<file path="src/ncp_defs.svh">
// Constants for the nibble command port: select code, byte framing,
// command register indices, descriptor store size and timing counts.
// Assumes a 25 MHz core clock; included by its bare name.
//
// Overview of operation
// - Port selected only by select code 100
// - Commands use data lines 7..0 only
// - Top bit set means address byte
// - Bit six: zero write, one read
// - Low six bits give register address
// - Data bytes carry upper nibble, then lower
// - New address drops pending address and nibble
// - Further bytes reuse address as nibble pairs
// - Ready drops per byte, rises when able
// - Lower nibble completes byte into register
// - Read data ready asserts interrupt low
// - Normal interrupts held during pending read
// - Five hundred byte descriptor store at 0x30
// - Full descriptor: release, parse, reconnect, enumerate
// - Chirp control 0x02 forces full speed
// - Length six selects built-in default descriptor
// - Unindexed access through 0x3A, 0x3B, 0x3C
// - Shares strobes and selects, no packet pin
`ifndef NCP_DEFS_SVH
`define NCP_DEFS_SVH

`define NCP_SEL_CMD 3'h4
`define NCP_ADDR_BIT 7
`define NCP_RW_BIT 6
`define NCP_REG_DESC 6'h30
`define NCP_REG_UIDX_LO 6'h3A
`define NCP_REG_UIDX_HI 6'h3B
`define NCP_REG_UIDX_VAL 6'h3C
`define NCP_CHIRP_ADDR 16'hE6FB
`define NCP_CHIRP_FS_BIT 1
`define NCP_CHIRP_RESET 8'h00
`define NCP_DESC_BYTES 500
`define NCP_DEFAULT_LEN 16'h0006
`define NCP_IRQ_ENUM_BIT 5
`define NCP_CLK_NS 40
`define NCP_BUSY_NS 80
`define NCP_BUSY_CYC ((`NCP_BUSY_NS + `NCP_CLK_NS - 1) / `NCP_CLK_NS)
`define NCP_PARSE_US 100
`define NCP_CONNECT_US 1000

`endif

</file>
<file path="src/ncp_pkg.sv">
// Types for the nibble command port.
// Assumes nothing beyond a SystemVerilog compiler.
package ncp_pkg;
    // Command byte sequencer
    typedef enum logic [3:0] {
        NCP_IDLE = 4'h1,
        NCP_HI = 4'h2,
        NCP_LO = 4'h4,
        NCP_RD = 4'h8
    } ncp_cmd_state_type;

    // Enumeration sequencer after a descriptor load
    typedef enum logic [3:0] {
        NCP_EN_IDLE = 4'h1,
        NCP_EN_PARSE = 4'h2,
        NCP_EN_CONN = 4'h4,
        NCP_EN_DONE = 4'h8
    } ncp_enum_state_type;

    // Phases of the descriptor stream
    typedef enum logic [3:0] {
        NCP_DS_LEN_LO = 4'h1,
        NCP_DS_LEN_HI = 4'h2,
        NCP_DS_BODY = 4'h4,
        NCP_DS_FULL = 4'h8
    } ncp_desc_phase_type;
endpackage : ncp_pkg

</file>
<file path="src/ncp_top.sv">
// Nibble command port: decodes command bytes from the shared parallel
// slave interface, holds the command register file and descriptor store.
// Assumes strobes are synchronous to clk and sampled as clock qualifiers.
`timescale 1ns/1ps
`default_nettype none
`include "ncp_defs.svh"

module ncp_top #(
    parameter int PARSE_CYC = `NCP_PARSE_US * 1000 / `NCP_CLK_NS,
    parameter int CONNECT_CYC = `NCP_CONNECT_US * 1000 / `NCP_CLK_NS
) (
    // Clock, reset, enable
    input wire logic clk,
    input wire logic rst,
    input wire logic ce,
    // Shared slave interface controls, strobes active low
    input wire logic [2:0] endpoint_select_lines,
    input wire logic cs_n,
    input wire logic read_strobe_n,
    input wire logic write_strobe_n,
    input wire logic output_enable_pin_n,
    // Low data lines of the shared data bus
    input wire logic [7:0] shared_data_bus_in,
    output logic [7:0] shared_data_bus_out,
    output logic shared_data_bus_oe,
    // Pacing and interrupt
    output logic ready,
    output logic int_n,
    // Normal interrupt sources, one-cycle pulses
    input wire logic [5:0] irq_src,
    // Device side effects
    output logic pullup_en,
    output logic full_speed_only,
    output logic default_desc,
    output logic [7:0] interface_setup,
    // Descriptor store read port for the parser
    input wire logic [8:0] desc_rd_addr,
    output logic [7:0] desc_rd_data
);
    localparam logic [1:0] BUSY_CYC = 2'(`NCP_BUSY_CYC);

    ncp_pkg::ncp_cmd_state_type state_q;
    ncp_pkg::ncp_enum_state_type en_q;
    ncp_pkg::ncp_desc_phase_type ds_q;
    logic [5:0] addr_q;
    logic [3:0] nib_q;
    logic [1:0] busy_q;
    logic [7:0] regs_q [0:63];
    logic [7:0] desc_ram [0:`NCP_DESC_BYTES-1];
    logic [15:0] len_q;
    logic [15:0] idx_q;
    logic [15:0] uidx_q;
    logic [7:0] chirp_q;
    logic [7:0] rd_data_q;
    logic rd_valid_q;
    logic [5:0] pend_q;
    logic [15:0] tmr_q;
    logic sel;
    logic take;
    logic rd_take;
    logic commit;
    logic [7:0] cbyte;
    logic start_enum;
    logic enum_done;
    logic status_rd;

    // Byte taken only when selected, chip selected, strobed and ready
    assign sel = (endpoint_select_lines == `NCP_SEL_CMD) && !cs_n;
    assign take = ce && sel && !write_strobe_n && ready;
    assign rd_take = ce && sel && !read_strobe_n;
    // Completed byte from the two nibbles
    assign commit = take && !shared_data_bus_in[`NCP_ADDR_BIT] && state_q == ncp_pkg::NCP_LO;
    assign cbyte = {nib_q, shared_data_bus_in[3:0]};
    assign status_rd = rd_take && state_q != ncp_pkg::NCP_RD;

    // Register value as seen by a read request
    function automatic logic [7:0] reg_view(input logic [5:0] a);
        if (a == `NCP_REG_DESC) begin
            reg_view = 8'h00;
        end else if (a == `NCP_REG_UIDX_VAL) begin
            reg_view = (uidx_q == `NCP_CHIRP_ADDR) ? chirp_q : 8'h00;
        end else begin
            reg_view = regs_q[a];
        end
    endfunction : reg_view

    // Command byte sequencer
    always_ff @(posedge clk) begin
        if (rst) begin
            state_q <= ncp_pkg::NCP_IDLE;
            addr_q <= 6'h00;
            nib_q <= 4'h0;
        end else if (take) begin
            if (shared_data_bus_in[`NCP_ADDR_BIT]) begin
                addr_q <= shared_data_bus_in[5:0];
                // Fresh address discards any half-received byte
                if (shared_data_bus_in[`NCP_RW_BIT]) begin
                    state_q <= ncp_pkg::NCP_RD;
                end else begin
                    state_q <= ncp_pkg::NCP_HI;
                end
            end else begin
                case (state_q)
                    ncp_pkg::NCP_HI: begin
                        nib_q <= shared_data_bus_in[3:0];
                        state_q <= ncp_pkg::NCP_LO;
                    end
                    // Same address stays open for further byte pairs
                    ncp_pkg::NCP_LO: state_q <= ncp_pkg::NCP_HI;
                    // Data with no open write is dropped
                    ncp_pkg::NCP_IDLE: state_q <= ncp_pkg::NCP_IDLE;
                    ncp_pkg::NCP_RD: state_q <= ncp_pkg::NCP_RD;
                    default: state_q <= ncp_pkg::NCP_IDLE;
                endcase
            end
        end else if (ce && rd_take && state_q == ncp_pkg::NCP_RD && rd_valid_q) begin
            state_q <= ncp_pkg::NCP_IDLE;
        end
    end

    // Ready pacing; low for a few cycles after each byte
    always_ff @(posedge clk) begin
        if (rst) begin
            ready <= 1'b1;
            busy_q <= 2'h0;
        end else if (ce) begin
            if (take) begin
                ready <= 1'b0;
                busy_q <= BUSY_CYC;
            end else if (busy_q > 2'h1) begin
                busy_q <= busy_q - 2'h1;
            end else begin
                busy_q <= 2'h0;
                ready <= 1'b1;
            end
        end
    end

    // Indexed register file; only the descriptor slot is kept out, unindexed slots are stored here too
    always_ff @(posedge clk) begin
        if (rst) begin
            for (int i = 0; i < 64; i++) begin
                regs_q[i] <= 8'h00;
            end
        end else if (commit && addr_q != `NCP_REG_DESC) begin
            regs_q[addr_q] <= cbyte;
        end
    end

    // Unindexed access: address low, address high, then value
    always_ff @(posedge clk) begin
        if (rst) begin
            uidx_q <= 16'h0000;
            chirp_q <= `NCP_CHIRP_RESET;
        end else if (commit) begin
            if (addr_q == `NCP_REG_UIDX_LO) begin
                uidx_q[7:0] <= cbyte;
            end else if (addr_q == `NCP_REG_UIDX_HI) begin
                uidx_q[15:8] <= cbyte;
            end else if (addr_q == `NCP_REG_UIDX_VAL && uidx_q == `NCP_CHIRP_ADDR) begin
                chirp_q <= cbyte;
            end
        end
    end

    // Descriptor stream: length low, length high, then body bytes
    assign start_enum = commit && addr_q == `NCP_REG_DESC &&
        ((ds_q == ncp_pkg::NCP_DS_LEN_HI && {cbyte, len_q[7:0]} == 16'h0000) ||
         (ds_q == ncp_pkg::NCP_DS_BODY && idx_q + 16'h0001 == len_q));
    always_ff @(posedge clk) begin
        if (rst) begin
            ds_q <= ncp_pkg::NCP_DS_LEN_LO;
            len_q <= 16'h0000;
            idx_q <= 16'h0000;
        end else if (commit && addr_q == `NCP_REG_DESC) begin
            case (ds_q)
                ncp_pkg::NCP_DS_LEN_LO: begin
                    len_q[7:0] <= cbyte;
                    ds_q <= ncp_pkg::NCP_DS_LEN_HI;
                end
                ncp_pkg::NCP_DS_LEN_HI: begin
                    len_q[15:8] <= cbyte;
                    ds_q <= start_enum ? ncp_pkg::NCP_DS_FULL : ncp_pkg::NCP_DS_BODY;
                end
                ncp_pkg::NCP_DS_BODY: begin
                    idx_q <= idx_q + 16'h0001;
                    if (start_enum) begin
                        ds_q <= ncp_pkg::NCP_DS_FULL;
                    end
                end
                ncp_pkg::NCP_DS_FULL: ds_q <= ncp_pkg::NCP_DS_FULL;
                default: ds_q <= ncp_pkg::NCP_DS_LEN_LO;
            endcase
        end
    end

    // Store body bytes; overlong loads keep only what fits
    always_ff @(posedge clk) begin
        if (commit && addr_q == `NCP_REG_DESC && ds_q == ncp_pkg::NCP_DS_BODY &&
            idx_q < 16'(`NCP_DESC_BYTES)) begin
            desc_ram[idx_q[8:0]] <= cbyte;
        end
    end

    // Registered read port so the parser sees a flop output
    always_ff @(posedge clk) begin
        if (rst) begin
            desc_rd_data <= 8'h00;
        end else if (ce) begin
            desc_rd_data <= (desc_rd_addr < 9'(`NCP_DESC_BYTES)) ? desc_ram[desc_rd_addr] : 8'h00;
        end
    end

    // Enumeration: pull-up off while parsing, back on, then report done
    assign enum_done = ce && en_q == ncp_pkg::NCP_EN_CONN && tmr_q == 16'h0000;
    always_ff @(posedge clk) begin
        if (rst) begin
            en_q <= ncp_pkg::NCP_EN_IDLE;
            tmr_q <= 16'h0000;
            pullup_en <= 1'b1;
            default_desc <= 1'b0;
        end else if (ce) begin
            case (en_q)
                ncp_pkg::NCP_EN_IDLE: begin
                    if (start_enum) begin
                        en_q <= ncp_pkg::NCP_EN_PARSE;
                        tmr_q <= 16'(PARSE_CYC - 1);
                        pullup_en <= 1'b0;
                        default_desc <= len_q == `NCP_DEFAULT_LEN;
                    end
                end
                ncp_pkg::NCP_EN_PARSE: begin
                    if (tmr_q == 16'h0000) begin
                        en_q <= ncp_pkg::NCP_EN_CONN;
                        tmr_q <= 16'(CONNECT_CYC - 1);
                        pullup_en <= 1'b1;
                    end else begin
                        tmr_q <= tmr_q - 16'h0001;
                    end
                end
                ncp_pkg::NCP_EN_CONN: begin
                    if (tmr_q == 16'h0000) begin
                        en_q <= ncp_pkg::NCP_EN_DONE;
                    end else begin
                        tmr_q <= tmr_q - 16'h0001;
                    end
                end
                ncp_pkg::NCP_EN_DONE: en_q <= ncp_pkg::NCP_EN_DONE;
                default: en_q <= ncp_pkg::NCP_EN_IDLE;
            endcase
        end
    end

    // Read data capture; valid until the master strobes it out
    always_ff @(posedge clk) begin
        if (rst) begin
            rd_data_q <= 8'h00;
            rd_valid_q <= 1'b0;
        end else if (ce) begin
            if (take && shared_data_bus_in[`NCP_ADDR_BIT]) begin
                // Only a new address drops an open read; stray data leaves it alone
                rd_valid_q <= 1'b0;
            end else if (state_q == ncp_pkg::NCP_RD && !rd_valid_q) begin
                rd_data_q <= reg_view(addr_q);
                rd_valid_q <= 1'b1;
            end else if (rd_take && state_q == ncp_pkg::NCP_RD) begin
                rd_valid_q <= 1'b0;
            end
        end
    end

    // Sticky normal interrupts; a new event beats the clear by a status read
    always_ff @(posedge clk) begin
        if (rst) begin
            pend_q <= 6'h00;
        end else if (ce) begin
            pend_q <= (status_rd ? 6'h00 : pend_q) | irq_src |
                (6'(enum_done) << `NCP_IRQ_ENUM_BIT);
        end
    end

    // Interrupt line belongs to the read while one is open
    always_ff @(posedge clk) begin
        if (rst) begin
            int_n <= 1'b1;
        end else if (ce) begin
            if (state_q == ncp_pkg::NCP_RD) begin
                int_n <= !rd_valid_q;
            end else begin
                int_n <= pend_q == 6'h00;
            end
        end
    end

    // Low data lines only; driven while enabled and selected
    always_ff @(posedge clk) begin
        if (rst) begin
            shared_data_bus_out <= 8'h00;
            shared_data_bus_oe <= 1'b0;
        end else if (ce) begin
            shared_data_bus_oe <= sel && !output_enable_pin_n;
            shared_data_bus_out <= (state_q == ncp_pkg::NCP_RD) ? rd_data_q : {2'h0, pend_q};
        end
    end

    // Configuration outputs from stored registers
    always_ff @(posedge clk) begin
        if (rst) begin
            full_speed_only <= 1'b0;
            interface_setup <= 8'h00;
        end else if (ce) begin
            full_speed_only <= chirp_q[`NCP_CHIRP_FS_BIT];
            interface_setup <= regs_q[6'h01];
        end
    end
endmodule : ncp_top
`default_nettype wire

</file>
<file path="config.mk">
export PLATFORM = sky130hd
export DESIGN_NAME = ncp_top
export DESIGN_NICKNAME = d
export VERILOG_FILES = /design/src/ncp_pkg.sv /design/src/ncp_top.sv
export VERILOG_INCLUDE_DIRS = /design/src
export SDC_FILE = /design/constraint.sdc
export NUM_CORES = 2
export LEC_CHECK = 0
export BUFFER_PORTS_ARGS = -buffer_cell sky130_fd_sc_hd__buf_2
export CORE_MARGIN = 2
export CORE_UTILIZATION = 55
export CTS_CLUSTER_SIZE = 14
export DETAILED_ROUTE_END_ITERATION = 8
export HOLD_SLACK_MARGIN = 0.02
export PLACE_DENSITY = 0.75
export REMOVE_ABC_BUFFERS = 1
export SLEW_MARGIN = 20
export SYNTH_ARGS = -nofsm -noshare
export SYNTH_HDL_FRONTEND = slang
export SYNTH_MEMORY_MAX_BITS = 65536
export SYNTH_SLANG_ARGS = --single-unit
</file>
<file path="constraint.sdc">
create_clock -name clk -period 17.4 [get_ports clk]
set_clock_uncertainty 0.2 [all_clocks]
set_input_delay 1.74 -clock clk [delete_from_list [all_inputs] [get_ports clk]]
set_output_delay 1.74 -clock clk [all_outputs]
set_load 0.01 [all_outputs]
</file>
* Word level (Yosys, flattened, before mapping) *
Memories as Yosys holds them, arrays and structs flattened. A register that Yosys moved wholly into a read port is not among the register bits.
Cells that the tools add are included.

storage, ports and cells
  register bits = 133
  RAM bits = 4512
  bits of input ports = 33
  memories = 2

memory list
  memory    depth  width  rd ports  clocked after Yosys merged registers in  wr ports  line           text
  desc_ram  500    8      1         0                                        1         ncp_top.sv:49  logic [7:0] desc_ram [0:`NCP_DESC_BYTES-1];
  regs_q    64     8      2         2                                        64        ncp_top.sv:48  logic [7:0] regs_q [0:63];

operators by class
  add/subtract/negate cells = 3
  $lt $le $gt $ge = 3
  equality and inequality tests = 27
  muxes and demuxes = 45
  bitwise gates (word level) = 6
  reductions and logical operators = 56

operators by type and width
  cell                                                                    count
  16-bit two-way mux                                                      3
  8-bit two-way mux                                                       6
  16-bit one-hot mux with 3 select lines                                  1
  4-bit two-way mux                                                       9
  16-bit zero test                                                        2
  4-bit one-hot mux with 4 select lines                                   2
  1-bit logical AND                                                       25
  6-bit == test (second input constant)                                   4
  6-bit two-way mux                                                       4
  16-bit by 1-bit adder with 16-bit output (second input constant)        1
  16-bit == test                                                          1
  16-bit == test (second input constant)                                  1
  16-bit by 3-bit == test with 1-bit output (second input constant)       1
  16-bit by 9-bit < comparator with 1-bit output (second input constant)  1
  1-bit two-way mux                                                       16
  2-bit AND reduction                                                     8
  4-bit AND reduction                                                     4
  16-bit by 1-bit subtractor with 16-bit output (second input constant)   1
  4-bit by 2-bit == test with 1-bit output (second input constant)        3
  4-bit by 3-bit == test with 1-bit output (second input constant)        3
  4-bit == test (second input constant)                                   3
  6-bit bitwise OR                                                        2
  4-bit one-hot mux with 3 select lines                                   1
  3-bit AND reduction                                                     4
  18 further kinds                                                        34

* Logic depth before layout (Yosys ltp) *
  depth after elaboration = 13
  mapped depth = 14

* Least setup slack after synthesis *
No wires, ideal clock.

  kind = register -> register
  start = reg nib_q[0]
  end = reg tmr_q[5]
  setup time = 0.101 ns
  data arrival time = 7.998 ns
  data required time = 17.099 ns
  setup slack = 9.101 ns
  stages on the path, launching flop included = 8
  path buffers = 1
  clock period less this slack = 8.299 ns
  cell sequence = dfxtp_1 > nor4_1 > nand4b_1 > o41a_1 > o31a_1 > buf_2 > o311ai_1 > o41ai_1

between the ends
  word-level cells in the longest chain between the ends = 6

RTL lines
  item                           line            text
  start, declared                ncp_top.sv:46   logic [3:0] nib_q;
  start signal, assigned         ncp_top.sv:105  nib_q <= shared_data_bus_in[3:0];
  16-bit zero test               ncp_top.sv:168  ((ds_q == ncp_pkg::NCP_DS_LEN_HI && {cbyte, len_q[7:0]} == 16'h0000) ||
  1-bit logical AND              ncp_top.sv:168
  1-bit logical OR               ncp_top.sv:168
  1-bit logical AND              ncp_top.sv:167  assign start_enum = commit && addr_q == `NCP_REG_DESC &&
  2-bit != test (no line)        n/a
  4-bit AND reduction (no line)  n/a
  end signal, assigned           ncp_top.sv:227  tmr_q <= 16'(PARSE_CYC - 1);
  end signal, assigned           ncp_top.sv:235  tmr_q <= 16'(CONNECT_CYC - 1);
  end signal, assigned           ncp_top.sv:238  tmr_q <= tmr_q - 16'h0001;
  end, declared                  ncp_top.sv:57   logic [15:0] tmr_q;

No other way between the ends.
A chain may end at the register's enable or synchronous reset.

* Final worst setup path *
  start = in desc_rd_addr[0]
  end = reg desc_rd_data[2]

between the ends
  word-level cells in the longest chain between the ends = 2
  elaborated cells between the ends (all ways) = 3
  classes of those cells = order compare: 1; mux: 1; memory: 1

RTL lines
  item                                                           line            text
  start, declared                                                ncp_top.sv:37   input wire logic [8:0] desc_rd_addr,
  memory read 500 x 8 bit or 9-bit < comparator (tied branches)  n/a
  8-bit two-way mux (*)                                          ncp_top.sv:210  desc_rd_data <= (desc_rd_addr < 9'(`NCP_DESC_BYTES)) ? desc_ram[desc_rd_addr] : 8'h00;
  end signal, assigned                                           ncp_top.sv:210
  end, declared                                                  ncp_top.sv:38   output logic [7:0] desc_rd_data

Mark *: on every way between the ends. The rest lies on a longest branch, timed or not.

==> impl_metrics.json <==
{
  "outcome": "complete, no violations",
  "p_per_area_nw_per_um2": 111,
  "synth_top_area_cell": "edfxtp_1",
  "seq_area_frac_synth_pct": 74.7,
  "post_cts_buffers": 0,
  "die_w_um": 585,
  "required_ns": 18.12,
  "cts_tree": "built",
  "final_cell_mix": "edfxtp_1, mux4_2, nor2_1",
  "hold_buffers": 0,
  "start_util_pct": 55.2,
  "worstSetupPathType": "in -> reg",
  "gp_congestion": 0.916,
  "switching_share_pct": 21.2,
  "clk_latency_ns": 1.00,
  "whs_path_depth": 2,
  "intPower_mw": 17.9,
  "fmax_mhz": 146,
  "yosys_warnings": 0,
  "layout-drive-gt1-share_pct": 19.3,
  "drv_cap": 0,
  "slew_headroom_pct": 11.3,
  "peakVddDrop_mv": 0.0853,
  "fillers": 22600,
  "timing.hold.ws_ns": 0.277,
  "synth-seq-cells": 4659,
  "crit_arrival_ns": 7.59,
  "fp.coreArea_sq_um": 336000,
  "synth_top_area_share_pct": 73.1,
  "grt_max_degree": 227,
  "clk_path_buf_depth": 4,
  "r2r_start": "addr_q[1]",
  "timing.rr.end": "desc_ram[120][5]",
  "ios": 63,
  "overflow": 0,
  "seq_power_share_pct": 54.2,
  "htreeDepth": 5,
  "netlist_top_cells_area": "edfxtp_1, mux4_2, mux2i_1, and2_1, dfxtp_1",
  "hold_viol": 0,
  "switching_power_mw": 4.80,
  "synthCells": 9890,
  "io_buffers": 62,
  "min_to": "pullup_en",
  "slew_violations": 0,
  "dieHeight_um": 585,
  "crit_path_start_kind": "primary input",
  "endpoint_kind": "flop",
  "fp.dieArea_sq_um": 342000,
  "reg2reg_slack_ns": 11.62,
  "antenna_found_initial": 26,
  "pwr-share-comb_pct": 3.9,
  "drc": 0,
  "tns_ns": 0,
  "syn_area_sq_um": 185000,
  "cts_sinks": 4659,
  "pwr-share-clk_pct": 42.0,
  "ys_types": 86,
  "r2r_cells": 7,
  "final_nets": 10000,
  "hold_path_startpoint": "pullup_en",
  "num_vias": 100000,
  "dr.pass1.iters": 8,
  "row_count": 213,
  "synth.avg_cell_area_sq_um": 18.7,
  "grt_pass1_vias": 99300,
  "hpwl_um": 295000,
  "grt_use_total_pct": 29.0,
  "viasPerCell": 6.76,
  "clkTransAtPathRegs_ns": 0.06,
  "tightest_slew_ns": 1.32,
  "cts_root_buf": "clkbuf_16",
  "hold_class": "reg -> reg",
  "timing.final.crit_share_pct": 39.5,
  "synth_edf_count": 4512,
  "area_delta_synth_final_pct": 10.7,
  "drt_iter0_markers": 16200,
  "period_minus_slack_ns": 6.87,
  "antenna_left": 0,
  "leakagePower_nw": 70.1,
  "drt_wl_total_um": 500000,
  "finalSetupViolCount": 0,
  "grt_pass1_wl_um": 712000,
  "layout_commonest_cell": "edfxtp_1",
  "numCtsBuffers": 444,
  "postCtsResizedCells": 0,
  "async_flop_share_pct": 0,
  "post_drt_wl_per_cell_um": 33.6,
  "path_max_fanout": 106,
  "rsz0062_at_grt": "false",
  "ys.flop_type": "edfxtp_1"
}
-- cells by family after synthesis --
family	count (synthesis)	synth area share, %
flip-flops	4659	74.7
AND/OR/NAND/NOR	1862	4.82
multiplexers	1567	14.9
AO/OA/AOI/OAI	1085	3.96
buffers and inverters	678	1.48
XOR/XNOR	32	0.151
adder cells (fa/ha/maj)	6	0.0405
other	1	0.00202
-- cells in the mapped netlist (8+ instances only) --
library cell and count:
a211oi_1 21, nand2_1 320, a211o_1 11, edfxtp_1 4512, a21oi_1 214, and2_1 509
nor3_1 73, a32oi_1 8, xnor2_1 21, o31ai_1 12, o221ai_1 29, mux2_2 47
o22a_1 8, a31oi_1 36, or3_1 11, dfxtp_1 147, o22ai_1 66, a221o_1 40
and3_1 24, buf_4 9, clkbuf_1 453, nand2b_1 23, nor2_1 754, nand3_1 40
a221oi_1 148, inv_1 18, a311oi_1 18, a22o_1 13, or2_2 14, nand3b_1 8
nor4_1 25, mux2i_1 578, nand4_1 10, o2111ai_1 12, o211ai_1 29, mux4_2 942
buf_1 62, a22oi_1 101, buf_2 133, o311ai_0 8, o21ai_0 258, xor2_1 11
nor2b_1 11
-- power groups by stage --
stage	sequential (mW)	clock, mW	combinational [mW]
finish	12.3	9.52	0.879
global route	12.3	9.97	0.897
CTS	12.3	9.55	0.856
detailed placement	12.5	0	0.853
global placement	12.5	0	0.838
floorplan	12.5	0	0.346
-- registers in the layout (all words and copies together) (netlist names), 6 cells and up, named ones only --
signal / flops
uidx_q: 16
chirp_q: 8
addr_q: 6
desc_rd_data: 8
idx_q: 16
desc_ram: 4000
regs_q: 512
len_q: 16
shared_data_bus_out: 8
rd_data_q: 8
pend_q: 6
tmr_q: 16
interface_setup: 8
-- worst max-delay path, cell delays in order --
cell and delay [ns]:
buf_12 0.39, buf_12 0.63, buf_4 0.73, buf_12 0.58, mux4_2 0.37, nor2_1 0.06
o311ai_0 0.81, nand2_1 0.13, a311oi_1 0.97, nor3_1 0.35, o221ai_1 0.27
-- layout make-up --
cell class,instances,area [sq um],area share (%)
sequential,4659,138000,67.5
multi-input combinational,4560,44500,21.7
clock buffer,549,11700,5.70
tap,4515,5650,2.75
clock inverter,263,2490,1.21
timing repair buffer,283,2260,1.10
inverter,21,90.1,0.0439
antenna,18,45.0,0.0219
-- routing by layer --
layer | GRT usage [%] | vias to the layer above | wire (um)
met5 | 0.336 | - | 289
met4 | 14.1 | 21 | 28600
li1 | - | 40100 | -
met1 | 39.0 | 51600 | 175000
met2 | 44.4 | 7353 | 232000
met3 | 7.63 | 1370 | 64300
-- per-stage QoR --
step	power [mW]	utilization, %	instance area (sq um)	instances	worst slack, ns
after global placement	13.4	56.8	191000	14000	9.47
after global routing	23.2	61.1	205000	14900	10.40
after detailed placement	13.4	56.8	191000	14000	9.69
after CTS	22.7	61.0	205000	14800	10.78
after floorplan	12.9	-	183000	9240	8.27
final	22.7	61.1	205000	14900	10.53
-- worst max path at each step --
stage	end	depth (start not counted)	startpoint
6_report	desc_rd_data[2]	11	desc_rd_addr[0]
5_1_grt	desc_rd_data[7]	10	desc_rd_addr[0]
4_1_cts	desc_rd_data[2]	11	desc_rd_addr[0]
3_5_place_dp	desc_rd_data[2]	11	desc_rd_addr[0]
3_3_place_gp	desc_rd_data[1]	11	desc_rd_addr[1]
2_1_floorplan	tmr_q[1]	6	nib_q[0]
No activity file was read; power rests on OpenSTA's default activity.
